File: config.mk
export PLATFORM = sky130hd
export DESIGN_NAME = rft_top
export DESIGN_NICKNAME = d
export VERILOG_FILES = /design/src/rft_pkg.sv /design/src/rft_fld_if.sv /design/src/rft_level.sv /design/src/rft_top.sv
export VERILOG_INCLUDE_DIRS = /design/src
export SDC_FILE = /design/constraint.sdc
export NUM_CORES = 1
export LEC_CHECK = 0
export ABC_AREA = 0
export BUFFER_PORTS_ARGS = -buffer_cell sky130_fd_sc_hd__buf_2
export CAP_MARGIN = 20
export CORE_AREA = 2 2 70 72
export DETAILED_ROUTE_END_ITERATION = 16
export DIE_AREA = 0 0 72 74
export GPL_TIMING_DRIVEN = 0
export PLACE_DENSITY_LB_ADDON = 0.15
export SLEW_MARGIN = 20
export SYNTH_ARGS = -nofsm -noshare
export SYNTH_HDL_FRONTEND = slang
export SYNTH_SLANG_ARGS = --single-unit
File: constraint.sdc
create_clock -name ref_clk_i -period 3.03 [get_ports ref_clk_i]
set_input_delay 0.303 -clock ref_clk_i [delete_from_list [all_inputs] [get_ports ref_clk_i]]
set_output_delay 0.303 -clock ref_clk_i [all_outputs]
set_load 0.05 [all_outputs]
File: src/rft_cfg.svh
// offsets, field positions, reset and trim values for the receive fifo threshold register
`ifndef RFT_CFG_SVH
`define RFT_CFG_SVH

// configuration address space positions (6-bit address)
`define RFT_ADDR_CTL 6'h03
`define RFT_ADDR_TRIM_A 6'h2D
`define RFT_ADDR_TRIM_B 6'h2C

// control register reset value and field positions
`define RFT_CTL_RESET 8'h07
`define RFT_KEEP_BIT 6
`define RFT_ATT_HI 5
`define RFT_ATT_LO 4
`define RFT_LVL_HI 3
`define RFT_LVL_LO 0

// trim values pushed into the analog section on wake
`define RFT_TRIM_A_DROP 8'h31
`define RFT_TRIM_B_DROP 8'h88
`define RFT_TRIM_A_KEEP 8'h35
`define RFT_TRIM_B_KEEP 8'h81

// trigger level: bytes = level * 4 + 4
`define RFT_LVL_BASE 7'h04
`define RFT_FIFO_DEPTH 7'h40

`endif

File: src/rft_pkg.sv
// types shared by the receive fifo threshold register and its level logic
package rft_pkg;

    typedef logic [7:0] rft_byte_t;
    typedef logic [5:0] rft_addr_t;
    typedef logic [6:0] rft_count_t;

    // control register layout, msb first
    typedef struct packed {
        logic spare;
        logic wake_trim_keep;
        logic [1:0] rx_atten_sel;
        logic [3:0] rx_fill_trigger_level;
    } rft_fields_t;

    // power state as seen by the trim logic
    typedef enum logic [0:0] {
        RFT_AWAKE,
        RFT_ASLEEP
    } rft_pwr_t;

endpackage

File: src/rft_fld_if.sv
// carrier between the control register and the fill level logic
`timescale 1ns/1ps
`default_nettype none

interface rft_fld_if;
    logic [3:0] level;
    logic [1:0] atten;
    logic [6:0] fill_count;
    logic over;
    logic [4:0] atten_db;

    modport ctl (output level, output atten, output fill_count, input over, input atten_db);
    modport lvl (input level, input atten, input fill_count, output over, output atten_db);
endinterface

`default_nettype wire

File: src/rft_level.sv
// fill level compare and attenuation decode for the receive fifo threshold block
`timescale 1ns/1ps
`default_nettype none
`include "rft_cfg.svh"

module rft_level (
    input wire logic ref_clk_i,   // 10 MHz clock
    input wire logic resetn_i,    // async reset, active low
    rft_fld_if.lvl fld            // fields in, results out
);
    import rft_pkg::*;

    logic [6:0] trigger_bytes;
    logic [4:0] atten_db_next;
    logic over_next;
    logic over_reg;
    logic [4:0] atten_db_reg;

    // trigger bytes from the level field, 4 at 0 up to 64 at 15
    assign trigger_bytes = {1'b0, fld.level, 2'b00} + `RFT_LVL_BASE;
    assign over_next = (fld.fill_count >= trigger_bytes);
    // 6 dB per step, built from shifts so no multiplier is inferred
    assign atten_db_next = {1'b0, fld.atten, 2'b00} + {2'b00, fld.atten, 1'b0};

    // registered so the top sees flop outputs
    always_ff @(posedge ref_clk_i or negedge resetn_i) begin
        if (!resetn_i) begin
            over_reg <= 1'b0;
            atten_db_reg <= 5'h00;
        end else begin
            over_reg <= over_next;
            atten_db_reg <= atten_db_next;
        end
    end

    assign fld.over = over_reg;
    assign fld.atten_db = atten_db_reg;

    AST_FILL_FULL: assert property (@(posedge ref_clk_i) disable iff (!resetn_i)
        (fld.level == 4'hF && fld.fill_count == `RFT_FIFO_DEPTH) |=> fld.over)
        else $error("full fifo at top level not flagged");

    AST_FILL_EDGE: assert property (@(posedge ref_clk_i) disable iff (!resetn_i)
        (fld.fill_count == trigger_bytes - 7'h01) ##1 (fld.fill_count == $past(trigger_bytes)
            && fld.level == $past(fld.level)) |-> !fld.over ##1 fld.over)
        else $error("threshold not met exactly at equal count");

    AST_ATTEN_DB: assert property (@(posedge ref_clk_i) disable iff (!resetn_i)
        (fld.atten == 2'h3) |=> (fld.atten_db == 5'h12))
        else $error("top attenuation step not 18 dB");

endmodule

`default_nettype wire

File: src/rft_top.sv
// receive fifo threshold control register with wake trim selection
`timescale 1ns/1ps
`default_nettype none
`include "rft_cfg.svh"


module rft_top #(
    parameter rft_pkg::rft_byte_t TRIM_A_RESET = 8'h00,  // trim a readback value
    parameter rft_pkg::rft_byte_t TRIM_B_RESET = 8'h00   // trim b readback value
) (
    input wire logic ref_clk_i,                       // 10 MHz clock
    input wire logic resetn_i,                        // async reset, active low
    input wire rft_pkg::rft_addr_t cfg_addr_i,        // config address
    input wire logic cfg_wr_i,                        // write strobe
    input wire rft_pkg::rft_byte_t cfg_wdata_i,       // write data
    input wire logic cfg_rd_i,                        // read strobe
    output rft_pkg::rft_byte_t cfg_rdata_o,           // read data, next cycle
    input wire logic sleep_enter_i,                   // enter sleep pulse
    input wire logic wake_i,                          // wake pulse
    output logic asleep_o,                            // sleep state
    output rft_pkg::rft_byte_t analog_trim_a_o,       // analog trim a
    output rft_pkg::rft_byte_t analog_trim_b_o,       // analog trim b
    output logic [1:0] rx_atten_sel_o,                // attenuation select
    output logic [4:0] rx_atten_db_o,                 // attenuation in dB
    input wire rft_pkg::rft_count_t rx_fill_count_i,  // fifo byte count
    output logic rx_fill_over_o                       // threshold reached
);
    import rft_pkg::*;

    rft_byte_t ctl_reg;
    rft_byte_t ctl_next;
    rft_fields_t fields;
    rft_byte_t rdata_reg;
    rft_byte_t rdata_next;
    rft_pwr_t pwr_reg;
    rft_pwr_t pwr_next;
    rft_byte_t trim_a_reg;
    rft_byte_t trim_b_reg;
    rft_byte_t trim_a_next;
    rft_byte_t trim_b_next;
    logic [1:0] atten_reg;
    logic hit_ctl;
    logic hit_trim_a;
    logic hit_trim_b;
    logic wake_event;

    rft_fld_if fld ();

    // address decode
    assign hit_ctl = (cfg_addr_i == `RFT_ADDR_CTL);
    assign hit_trim_a = (cfg_addr_i == `RFT_ADDR_TRIM_A);
    assign hit_trim_b = (cfg_addr_i == `RFT_ADDR_TRIM_B);

    // all eight bits are kept, including the spare top bit
    assign ctl_next = (cfg_wr_i && hit_ctl) ? cfg_wdata_i : ctl_reg;
    assign fields = rft_fields_t'(ctl_reg);

    // control register
    always_ff @(posedge ref_clk_i or negedge resetn_i) begin
        if (!resetn_i) begin
            ctl_reg <= `RFT_CTL_RESET;
        end else begin
            ctl_reg <= ctl_next;
        end
    end

    // readback; trim offsets answer with reset values, never the wake values
    assign rdata_next = !cfg_rd_i ? rdata_reg :
                        hit_ctl ? ctl_reg :
                        hit_trim_a ? TRIM_A_RESET :
                        hit_trim_b ? TRIM_B_RESET :
                        8'h00;

    always_ff @(posedge ref_clk_i or negedge resetn_i) begin
        if (!resetn_i) begin
            rdata_reg <= 8'h00;
        end else begin
            rdata_reg <= rdata_next;
        end
    end

    // power state: a wake only counts when coming out of sleep
    always_comb begin
        pwr_next = pwr_reg;
        unique case (pwr_reg)
            RFT_AWAKE: begin
                if (sleep_enter_i) begin
                    pwr_next = RFT_ASLEEP;
                end
            end
            RFT_ASLEEP: begin
                if (wake_i) begin
                    pwr_next = RFT_AWAKE;
                end
            end
        endcase
    end

    assign wake_event = (pwr_reg == RFT_ASLEEP) && wake_i;

    always_ff @(posedge ref_clk_i or negedge resetn_i) begin
        if (!resetn_i) begin
            pwr_reg <= RFT_AWAKE;
        end else begin
            pwr_reg <= pwr_next;
        end
    end

    // trim choice is sampled from the keep bit in the wake cycle itself
    assign trim_a_next = !wake_event ? trim_a_reg :
                         fields.wake_trim_keep ? `RFT_TRIM_A_KEEP :
                         `RFT_TRIM_A_DROP;
    assign trim_b_next = !wake_event ? trim_b_reg :
                         fields.wake_trim_keep ? `RFT_TRIM_B_KEEP :
                         `RFT_TRIM_B_DROP;

    // analog-only trim copies; they start at the readback reset values
    always_ff @(posedge ref_clk_i or negedge resetn_i) begin
        if (!resetn_i) begin
            trim_a_reg <= TRIM_A_RESET;
            trim_b_reg <= TRIM_B_RESET;
        end else begin
            trim_a_reg <= trim_a_next;
            trim_b_reg <= trim_b_next;
        end
    end

    // attenuation select copy, one cycle behind the register
    always_ff @(posedge ref_clk_i or negedge resetn_i) begin
        if (!resetn_i) begin
            atten_reg <= 2'h0;
        end else begin
            atten_reg <= fields.rx_atten_sel;
        end
    end

    // fields to the level logic
    assign fld.level = fields.rx_fill_trigger_level;
    assign fld.atten = fields.rx_atten_sel;
    assign fld.fill_count = rx_fill_count_i;

    rft_level u_level (
        .ref_clk_i(ref_clk_i),
        .resetn_i(resetn_i),
        .fld(fld)
    );

    // outputs, each from a flop here or in the level logic
    assign cfg_rdata_o = rdata_reg;
    assign asleep_o = (pwr_reg == RFT_ASLEEP);
    assign analog_trim_a_o = trim_a_reg;
    assign analog_trim_b_o = trim_b_reg;
    assign rx_atten_sel_o = atten_reg;
    assign rx_atten_db_o = fld.atten_db;
    assign rx_fill_over_o = fld.over;

    AST_TRIM_DROP: assert property (@(posedge ref_clk_i) disable iff (!resetn_i)
        (asleep_o && wake_i && !ctl_reg[`RFT_KEEP_BIT])
            |=> (analog_trim_a_o == 8'h31 && analog_trim_b_o == 8'h88 && !asleep_o))
        else $error("wake without keep gave wrong trims");

    AST_TRIM_KEEP: assert property (@(posedge ref_clk_i) disable iff (!resetn_i)
        (asleep_o && wake_i && ctl_reg[`RFT_KEEP_BIT])
            |=> (analog_trim_a_o == 8'h35 && analog_trim_b_o == 8'h81 && !asleep_o))
        else $error("wake with keep gave wrong trims");

    AST_TRIM_READ: assert property (@(posedge ref_clk_i) disable iff (!resetn_i)
        (cfg_rd_i && (hit_trim_a || hit_trim_b))
            |=> (cfg_rdata_o == ($past(hit_trim_a) ? TRIM_A_RESET : TRIM_B_RESET)))
        else $error("trim readback not reset value");

    AST_RESET_VAL: assert property (@(posedge ref_clk_i) disable iff (!resetn_i)
        $rose(resetn_i) |-> (ctl_reg == 8'h07))
        else $error("control register reset value wrong");

    AST_WRITE_READ: assert property (@(posedge ref_clk_i) disable iff (!resetn_i)
        (cfg_wr_i && hit_ctl) ##1 (cfg_rd_i && hit_ctl && !cfg_wr_i)
            |=> (cfg_rdata_o == $past(cfg_wdata_i, 2)))
        else $error("written control byte not read back");

    AST_ATTEN_SEL: assert property (@(posedge ref_clk_i) disable iff (!resetn_i)
        (cfg_wr_i && hit_ctl) |=> ##1 (rx_atten_sel_o == $past(cfg_wdata_i[5:4], 2)))
        else $error("attenuation select does not follow write");

    // port and power checks; a refused or absent request must leave state alone, an unmapped read returns zero, a sleep request is taken
    AST_CTL_HOLD: assert property (@(posedge ref_clk_i) disable iff (!resetn_i)
        !(cfg_wr_i && hit_ctl)
            |=> $stable(ctl_reg))
        else $error("control register moved without a write to it");

    AST_RDATA_HOLD: assert property (@(posedge ref_clk_i) disable iff (!resetn_i)
        !cfg_rd_i
            |=> $stable(cfg_rdata_o))
        else $error("read data moved without a read");

    AST_UNMAPPED_RD: assert property (@(posedge ref_clk_i) disable iff (!resetn_i)
        (cfg_rd_i && !hit_ctl && !hit_trim_a && !hit_trim_b)
            |=> (cfg_rdata_o == 8'h00))
        else $error("unmapped read did not return zero");

    AST_SLEEP_TAKEN: assert property (@(posedge ref_clk_i) disable iff (!resetn_i)
        (!asleep_o && sleep_enter_i)
            |=> asleep_o)
        else $error("sleep request not taken");

    AST_ASLEEP_HOLD: assert property (@(posedge ref_clk_i) disable iff (!resetn_i)
        (asleep_o && !wake_i)
            |=> asleep_o)
        else $error("sleep left without a wake");

    AST_TRIM_HOLD: assert property (@(posedge ref_clk_i) disable iff (!resetn_i)
        !(asleep_o && wake_i)
            |=> (analog_trim_a_o == $past(analog_trim_a_o)
                && analog_trim_b_o == $past(analog_trim_b_o)))
        else $error("trims moved outside a wake from sleep");

endmodule

`default_nettype wire

==> run summary, run 1 <==
largest net degree at the start of global routing - 27
Post-synth EDFFs - 0
Max Cap Viol - 0
type of the worst setup path - flip-flop to flip-flop
routability congestion estimate - 0.711
Mean Syn Cell Area - 11.7 um^2
main area contributors after synthesis - dfrtp_1 45%, mux2_4 9.3%, buf_4 8.7%
Final Max Slew Viols - 0
Core ar. - 0.00460 mm^2
Critical Path Max Stage Delay - 0.58 ns
die width - 72 um
First-pass DRT Iterations - 2
area of the multi-input gates - 494 um^2
clock buffer count from CTS - 3
Hold Crit Class - primary input to asynchronous set/reset pin
hold_buf cts - 0
routed len/inst - 10.9 um
Startpoint Class - flip-flop
pwr dens - 518 mW/mm^2
Syn. warnings - 0
worst-path maximum fanout - 5
# H-tree levels - 1
crit path DAT - 1.84 ns
RSZ-0062 raised after global routing - no
FP Rows - 25
CP startpoint - ctl_reg[0]
latest clock arrival within the worst-skew pair - 0.27 ns
Total Nets Final - 207
Storage cell area - 654 um^2
Sink Count - 26
Worst setup EP type - flip-flop
Worst VDD drop - 0.254 mV
Total Neg Setup Slack - 0 ns
placed wire-length estimate - 1.94 mm
slowest CP cell - dfstp_2
number of hold violations in the final report - 0
most used flip-flop cell after synthesis - dfrtp_1
first-pass GRT wire length - 4.03 mm
Layout area overhead - 30.8%
cts repair resizes - 0
Starting DRT DRC Count - 11
die height - 74 um
final number of setup-violating endpoints - 0
initial core utilization - 0.280
most common cell after layout, fill and taps aside - buf_2
num ports - 60
area share of the largest cell type after synthesis - 0.447
initial antenna violation count - 0
Syn Inst Count - 110
FFs w/ async S/R, synth - 1.00
commonest non-fill, non-tap cells in the layout - 48 x buf_2, 23 x dfrtp_1, 15 x buf_4
Die Area - 0.00533 mm^2
post-detailed-route count of antenna-violating nets - 0
vias in the first global route - 876
grt total ovfl - 0
Seq/Total Area, Yosys - 0.508
final WL - 2.46 mm
Pwr Total - 0.000872 W
most common cell type on the critical path - ha_1
clk slew on worst S/H paths - 0.09 ns
Yosys top cell by area - dfrtp_1
Antenna Cells - 0
port buffer count - 48
Worst Max-Slew Pin Slew - 0.585 ns
Fill cells - 491
fin crit period - 1.69 ns
Total GRT Usage - 0.0984
CP bufs+invs - 1
required time worst endpoint - 3.18 ns
DRC viols - 0
Post-Syn Area - 0.00129 mm^2
LEAKAGE - 0.901 nW
crit-path cells - ha_1 -> inv_1 -> ha_1 -> nor2b_1 -> a311oi_1 -> o21ai_0
slew margin rel. - 0.610
Vias - 904
r2r startpoint - ctl_reg[0]
Fmax achieved - 592 MHz
CP top delay family - flip-flops
root buffer cell - clkbuf_8
Netlist cell types - 24
Layout Skew - 0.00417 ns
status - completed
post-CTS setup buffers - 0
flops & latches, synth - 26
Vias/cell - 4.02
CTS max path bufs - 2
post-route clock period utilization - 0.558
CTS tree - done
fraction of final layout cells sized beyond drive strength 1 - 0.474
-- worst reg2reg max path: stages, from the launching register on --
cell,delay [ns]
dfstp_2,0.58
ha_1,0.23
inv_1,0.05
ha_1,0.23
nor2b_1,0.13
a311oi_1,0.23
o21ai_0,0.12
-- final cells by class --
cell class	count	area share
Inverter	14	0.0312
Timing Repair Buffer	48	0.143
Buffer	17	0.0713
Tap cell	54	0.0401
Multi-Input combinational cell	62	0.293
Sequential cell	26	0.389
Clock buffer	4	0.0327
-- synthesized netlist by cell type (2+ instances only) --
library cell	number
inv_1	14
buf_4	15
nand2_1	10
clkbuf_1	2
dfrtp_1	23
mux2_4	8
ha_1	8
dfstp_2	3
o22ai_1	8
o21ai_0	2
nand3_1	4
-- stage by stage --
stage	util	hold WS, ns	instance area, um^2	worst slack, ns	std cells
detailed placement	0.354	0.342	1630	1.35	221
CTS	0.366	0.0420	1680	1.33	225
global placement	0.354	0.326	1630	1.33	221
floorplan	-	0.00741	1320	1.44	119
global route	0.366	0.0632	1680	1.27	225
finish	0.366	0.0262	1680	1.34	225
-- power breakdown --
part / leakage, nW / switching, W / internal [W] / total, W
registers: 0.332 / 0.0000241 / 0.000382 / 0.000406
logic: 0.540 / 0.000159 / 0.0000851 / 0.000244
clock network: 0.0288 / 0.000106 / 0.000116 / 0.000222
-- final timing paths --
| check | end | slack (ns) | cells after the start |
|---|---|---|---|
| max in group asynchronous | cfg_rdata_o[5] | 2.62 | 1 |
| min in group ref_clk_i | asleep_o | 0.23 | 2 |
| worst min-delay path | u_level.fld.over | 0.03 | 1 |
| worst max-delay path | u_level.fld.over | 1.34 | 6 |
| worst max register to register | u_level.fld.over | 1.34 | 6 |
| worst min register to register | rx_atten_sel_o[0] | 0.48 | 0 |
-- cells by family (layout without fill, tap and decap cells) --
family | Yosys count | count (layout) | synth area share
compound gates | 13 | 13 | 0.0632
xor+xnor | 2 | 2 | 0.0136
fa+ha+maj | 8 | 8 | 0.0777
buf+inv | 31 | 83 | 0.134
flops | 26 | 26 | 0.508
mux | 10 | 10 | 0.110
other cells | 1 | 10 | 0.00291
simple gates | 19 | 19 | 0.0904
-- layer usage --
layer  global-route usage  vias up  wire length (um)
met5                    0        -                 0
met4              0.00629        0                 0
met3               0.0339        0               208
met2                0.165       41              1160
met1                0.131      403              1090
li1                     -      460                 -
Note: power is estimated with default switching activity, not from simulation.
==> run 2, diff against run 1 <==
==> constraint.sdc (replaced) <==
create_clock -name ref_clk_i -period 1.35 [get_ports ref_clk_i]
set_input_delay 0.135 -clock ref_clk_i [delete_from_list [all_inputs] [get_ports ref_clk_i]]
set_output_delay 0.135 -clock ref_clk_i [all_outputs]
set_load 0.05 [all_outputs]
==> run 2 against run 1 <==
The flow now finishes with violations (setup timing). Die area did not move. Register-to-register slack got worse by 1.6 ns. Clock skew fell by 0.0032 ns. Wire length grew 7.6%. Critical path depth is the same. Largest power group unchanged. Clock power grew 120%. Total power is 130% higher. Combinational power grew 150%.
==> run summary, run 2 (synthesis gave the netlist of run 1 again) <==
pwr dens - 1140 mW/mm^2
Antenna Cells - 0
initial antenna violation count - 0
Vias - 939
metal2 WL - 1.34 mm
LEAKAGE - 0.919 nW
die width - 72 um
setup ws final - -0.223 ns
number of hold violations in the final report - 0
Net Sw Power - 0.000660 W
crit path capture - u_level.fld.over
final number of setup-violating endpoints - 1
CP bufs+invs - 0
port buffer count - 48
Total Nets Final - 211
Hold Crit Class - primary input to flip-flop
initial core utilization - 0.280
met3 routed WL - 158 um
Core ar. - 0.00460 mm^2
type of the worst setup path - flip-flop to flip-flop
status - complete, but fails checks
switching part of the total - 0.330
vias in the first global route - 941
CTS tree - done
Final Max Slew Viols - 0
combinational power share - 0.300
stages on the worst setup path - 6
die height - 74 um
placed wire-length estimate - 2.07 mm
slew margin rel. - 0.619
Total GRT Usage - 0.104
post-route clock period utilization - 1.17
DRC viols - 0
clk slew on worst S/H paths - 0.08 ns
Worst Max-Slew Pin Slew - 0.572 ns
post-detailed-route count of antenna-violating nets - 0
crit path DAT - 1.73 ns
Worst VDD drop - 0.368 mV
Startpoint Class - flip-flop
first-pass GRT wire length - 4.28 mm
RSZ-0062 raised after global routing - yes
power share of the sequential group - 0.456
fin crit period - 1.57 ns
highest layer used for signal routing - met4
clock buffer count from CTS - 3
# H-tree levels - 1
crit-path cells - nand3_2 -> xor2_1 -> ha_1 -> a21o_1 -> a21oi_2 -> o21ai_1
root buffer cell - clkbuf_8
grt total ovfl - 0
R2R cell count - 6
M1 WL - 1.12 mm
fraction of final layout cells sized beyond drive strength 1 - 0.509
Reg2Reg Setup Slack - -0.22 ns
Critical Path Max Stage Delay - 0.58 ns
dpl ws - -0.277 ns
most common cell after layout, fill and taps aside - buf_2
Fin Hold WS - 0.0569 ns
Die Area - 0.00533 mm^2
clock network fraction of total power - 0.244
reg2reg end - u_level.fld.over
Worst setup EP type - flip-flop
routability congestion estimate - 0.684
slowest CP cell - dfstp_2
Pwr Total - 0.00200 W
num ports - 60
final WL - 2.65 mm
largest net degree at the start of global routing - 27
worst-path maximum fanout - 3
Internal Power - 0.00134 W
Sink Count - 26
Starting DRT DRC Count - 33
Max Cap Viol - 0
CP top delay family - flip-flops
commonest non-fill, non-tap cells in the layout - 48 x buf_2, 23 x dfrtp_1, 18 x buf_4
CP startpoint - ctl_reg[1]
Layout area overhead - 36.0%
Layout Skew - 0.000954 ns
latest clock arrival within the worst-skew pair - 0.26 ns
CTS max path bufs - 2
r2r startpoint - ctl_reg[1]
routed len/inst - 11.6 um
Vias/cell - 4.10
First-pass DRT Iterations - 4
failing checks - setup timing
Fmax achieved - 636 MHz
FP Rows - 25
required time worst endpoint - 1.50 ns
-- run 2: worst min-delay path by stage --
stage / start / slack [ns] / depth (start not counted) / to
2_1_floorplan: resetn_i / -0.16 / 0 / analog_trim_a_o[2]
3_3_place_gp: resetn_i / 0.16 / 1 / ctl_reg[7]
3_5_place_dp: resetn_i / 0.17 / 1 / rx_atten_sel_o[1]
4_1_cts: wake_i / 0.05 / 2 / asleep_o
5_1_grt: wake_i / 0.05 / 2 / asleep_o
6_report: wake_i / 0.06 / 2 / asleep_o
-- run 2: routing by layer --
| layer | global-route usage | up-vias |
|---|---|---|
| li1 | - | 469 |
| met1 | 0.131 | 430 |
| met2 | 0.182 | 38 |
| met3 | 0.0136 | 2 |
| met4 | 0.0440 | 0 |
| met5 | 0 | - |
-- run 2: repair_timing --
action | 4_1_cts | 5_1_grt
cloned | 0 | 0
resized for setup | 1 | 0
endpoints found under the hold margin | 23 | 0
endpoints found under the setup margin | 1 | 1
hold buffers | 1 | 0
pin swaps | 1 | 0
buffers inserted | 3 | 0
-- run 2: power by group through the flow --
stage / logic, W / registers [W] / clock network, W
finish: 0.000600 / 0.000911 / 0.000487
global route: 0.000648 / 0.000924 / 0.000550
CTS: 0.000607 / 0.000913 / 0.000521
detailed placement: 0.000576 / 0.000935 / 0
global placement: 0.000561 / 0.000931 / 0
floorplan: 0.000298 / 0.00106 / 0
-- run 2: worst reg2reg max path: cells and delay by family (launching register included) --
family                     cells  cell delay, ns
DFF                            1            0.58
AOI/OAI and AO/OA              3            0.35
adders and majority gates      1            0.30
and+or+nand+nor                1            0.08
xor gates and xnor gates       1            0.15
-- run 2: cell type report --
class	count	area, um^2
buffer	17	120
clock buffer	4	55.1
fill	485	2850
inverter	14	52.6
multi-input combinational	62	528
sequential	26	654
tap	54	67.6
timing repair buffer	52	273
-- run 2: metrics by stage --
| stage | instances | cell area, um^2 | TNS [ns] | util |
|---|---|---|---|---|
| floorplan | 119 | 1350 | -0.164 | - |
| detailed placement | 221 | 1660 | -0.588 | 0.361 |
| global placement | 221 | 1660 | -0.278 | 0.361 |
| global route | 229 | 1750 | -0.331 | 0.381 |
| CTS | 229 | 1750 | -0.240 | 0.381 |
| finish | 229 | 1750 | -0.223 | 0.381 |
==> run 3, diff against run 2 <==
--- a/config.mk
+++ b/config.mk
@@ -14,6 +14,7 @@
 export DIE_AREA = 0 0 72 74
 export GPL_TIMING_DRIVEN = 0
 export PLACE_DENSITY_LB_ADDON = 0.15
+export REMOVE_ABC_BUFFERS = 1
 export SLEW_MARGIN = 20
 export SYNTH_ARGS = -nofsm -noshare
 export SYNTH_HDL_FRONTEND = slang
==> run 3 against run 2 <==
The flow still finishes with violations (setup timing). First-iteration DRC count decreased by 42%. Clock skew increased by 0.0034 ns. Count of clock-buffer cells in the layout unchanged. Global-route usage decreased by 0.77 points. Hold slack got worse by 0.0084 ns. Highest routed layer unchanged. Clock power increased by 3%. Die area unchanged. Wire length decreased by 5.9%.
==> run summary, run 3 (synthesis gave the netlist of run 1 again) <==
failing checks - setup timing
Core ar. - 0.00460 mm^2
Hold Crit Class - primary input to flip-flop
Antenna Cells - 0
first-pass GRT wire length - 3.95 mm
die width - 72 um
worst-path maximum fanout - 3
initial antenna violation count - 0
type of the worst setup path - flip-flop to flip-flop
most common cell after layout, fill and taps aside - buf_2
final number of setup-violating endpoints - 1
Startpoint Class - flip-flop
Vias/cell - 4.18
grt total ovfl - 0
number of hold violations in the final report - 0
final WL - 2.49 mm
Max Cap Viol - 0
setup ws final - -0.227 ns
status - complete, but fails checks
slew margin rel. - 0.615
M1 WL - 1.01 mm
placed wire-length estimate - 1.88 mm
port buffer count - 49
Layout Skew - 0.00434 ns
die height - 74 um
Vias - 891
largest net degree at the start of global routing - 27
initial core utilization - 0.280
Worst Max-Slew Pin Slew - 0.578 ns
post-route insts no fill - 213
latest clock arrival within the worst-skew pair - 0.27 ns
area of the multi-input gates - 542 um^2
Sink Count - 26
routability congestion estimate - 0.662
metal2 WL - 1.29 mm
Worst VDD drop - 0.430 mV
clk slew on worst S/H paths - 0.09 ns
First-pass DRT Iterations - 2
Worst setup EP type - flip-flop
Storage cell area - 654 um^2
Fill cells - 473
DRC viols - 0
Die Area - 0.00533 mm^2
crit path DAT - 1.74 ns
vias in the first global route - 917
met3 routed WL - 155 um
post-detailed-route count of antenna-violating nets - 0
num ports - 60
Total Neg Setup Slack - -0.227 ns
Placed Instances - 205
CTS max path bufs - 2
Total Nets Final - 195
fraction of final layout cells sized beyond drive strength 1 - 0.484
LEAKAGE - 0.849 nW
commonest non-fill, non-tap cells in the layout - 49 x buf_2, 23 x dfrtp_1, 13 x inv_1
# H-tree levels - 1
Finished Core Util - 0.359
Fmax achieved - 634 MHz
pwr dens - 1210 mW/mm^2
Layout area overhead - 28.1%
Starting DRT DRC Count - 19
post-route clock period utilization - 1.17
FP Rows - 25
Total GRT Usage - 0.0964
fin crit period - 1.58 ns
routed len/inst - 11.7 um
Final Max Slew Viols - 0
highest layer used for signal routing - met4
required time worst endpoint - 1.51 ns
root buffer cell - clkbuf_8
clock buffer count from CTS - 3
RSZ-0062 raised after global routing - yes
CTS tree - done
-- run 3: cell count changes in the layout (fill, tap and decap cells not counted), sizes merged --
cell and delta:
buf -14, clkbuf -2
-- run 3: final timing paths --
check | startpoint | slack (ns) | end | cells after the start
worst max-delay path | ctl_reg[1] | -0.23 | u_level.fld.over | 6
worst min-delay path | wake_i | 0.05 | asleep_o | 2
worst max register to register | ctl_reg[1] | -0.23 | u_level.fld.over | 6
worst min register to register | ctl_reg[4] | 0.47 | rx_atten_sel_o[0] | 0
max in group asynchronous | resetn_i | 0.58 | rx_atten_sel_o[1] | 2
min in group asynchronous | resetn_i | 0.39 | analog_trim_a_o[4] | 2
-- run 3: repair_timing --
item                       CTS  global route
hold endpoints to repair    23             0
cloned                       0             0
setup endpoints to repair    1             1
pin swaps                    7             1
hold buffers                 1             0
resized for setup            8             1
buffers inserted             3             0
-- run 3: worst max-delay path: stages (launching register included) --
cell and delay [ns]:
dfstp_2 0.58, ha_4 0.21, inv_2 0.06, ha_4 0.19
nor2b_4 0.12, a311oi_2 0.21, o21ai_1 0.09
-- run 3: routing by layer --
| metal | vias up | global-route usage |
|---|---|---|
| met2 | 39 | 0.181 |
| met5 | - | 0 |
| met4 | 0 | 0.0440 |
| met1 | 411 | 0.109 |
| met3 | 4 | 0.0136 |
| li1 | 437 | - |
-- run 3: final cells by class --
cell class              count  share of cell area
repair buffers             53               0.168
inverters                  14              0.0319
clock buffers               4              0.0334
flip-flops and latches     26               0.397
well taps                  54              0.0410
multi-input cells          62               0.329
-- run 3: per-stage QoR --
step | hold WS, ns | total power, W | setup slack (ns) | cell area [um^2]
detailed placement | 0.170 | 0.00145 | -0.429 | 1510
CTS | 0.0440 | 0.00202 | -0.226 | 1650
finish | 0.0485 | 0.00200 | -0.227 | 1650
global route | 0.0538 | 0.00211 | -0.303 | 1650
global placement | 0.160 | 0.00143 | -0.372 | 1510
floorplan | -0.161 | 0.00129 | -0.424 | 1200
-- run 3: where the power goes --
group	switching [W]	internal, W	total [W]
logic	0.000380	0.000207	0.000587
registers	0.0000512	0.000857	0.000908
clock network	0.000241	0.000261	0.000501
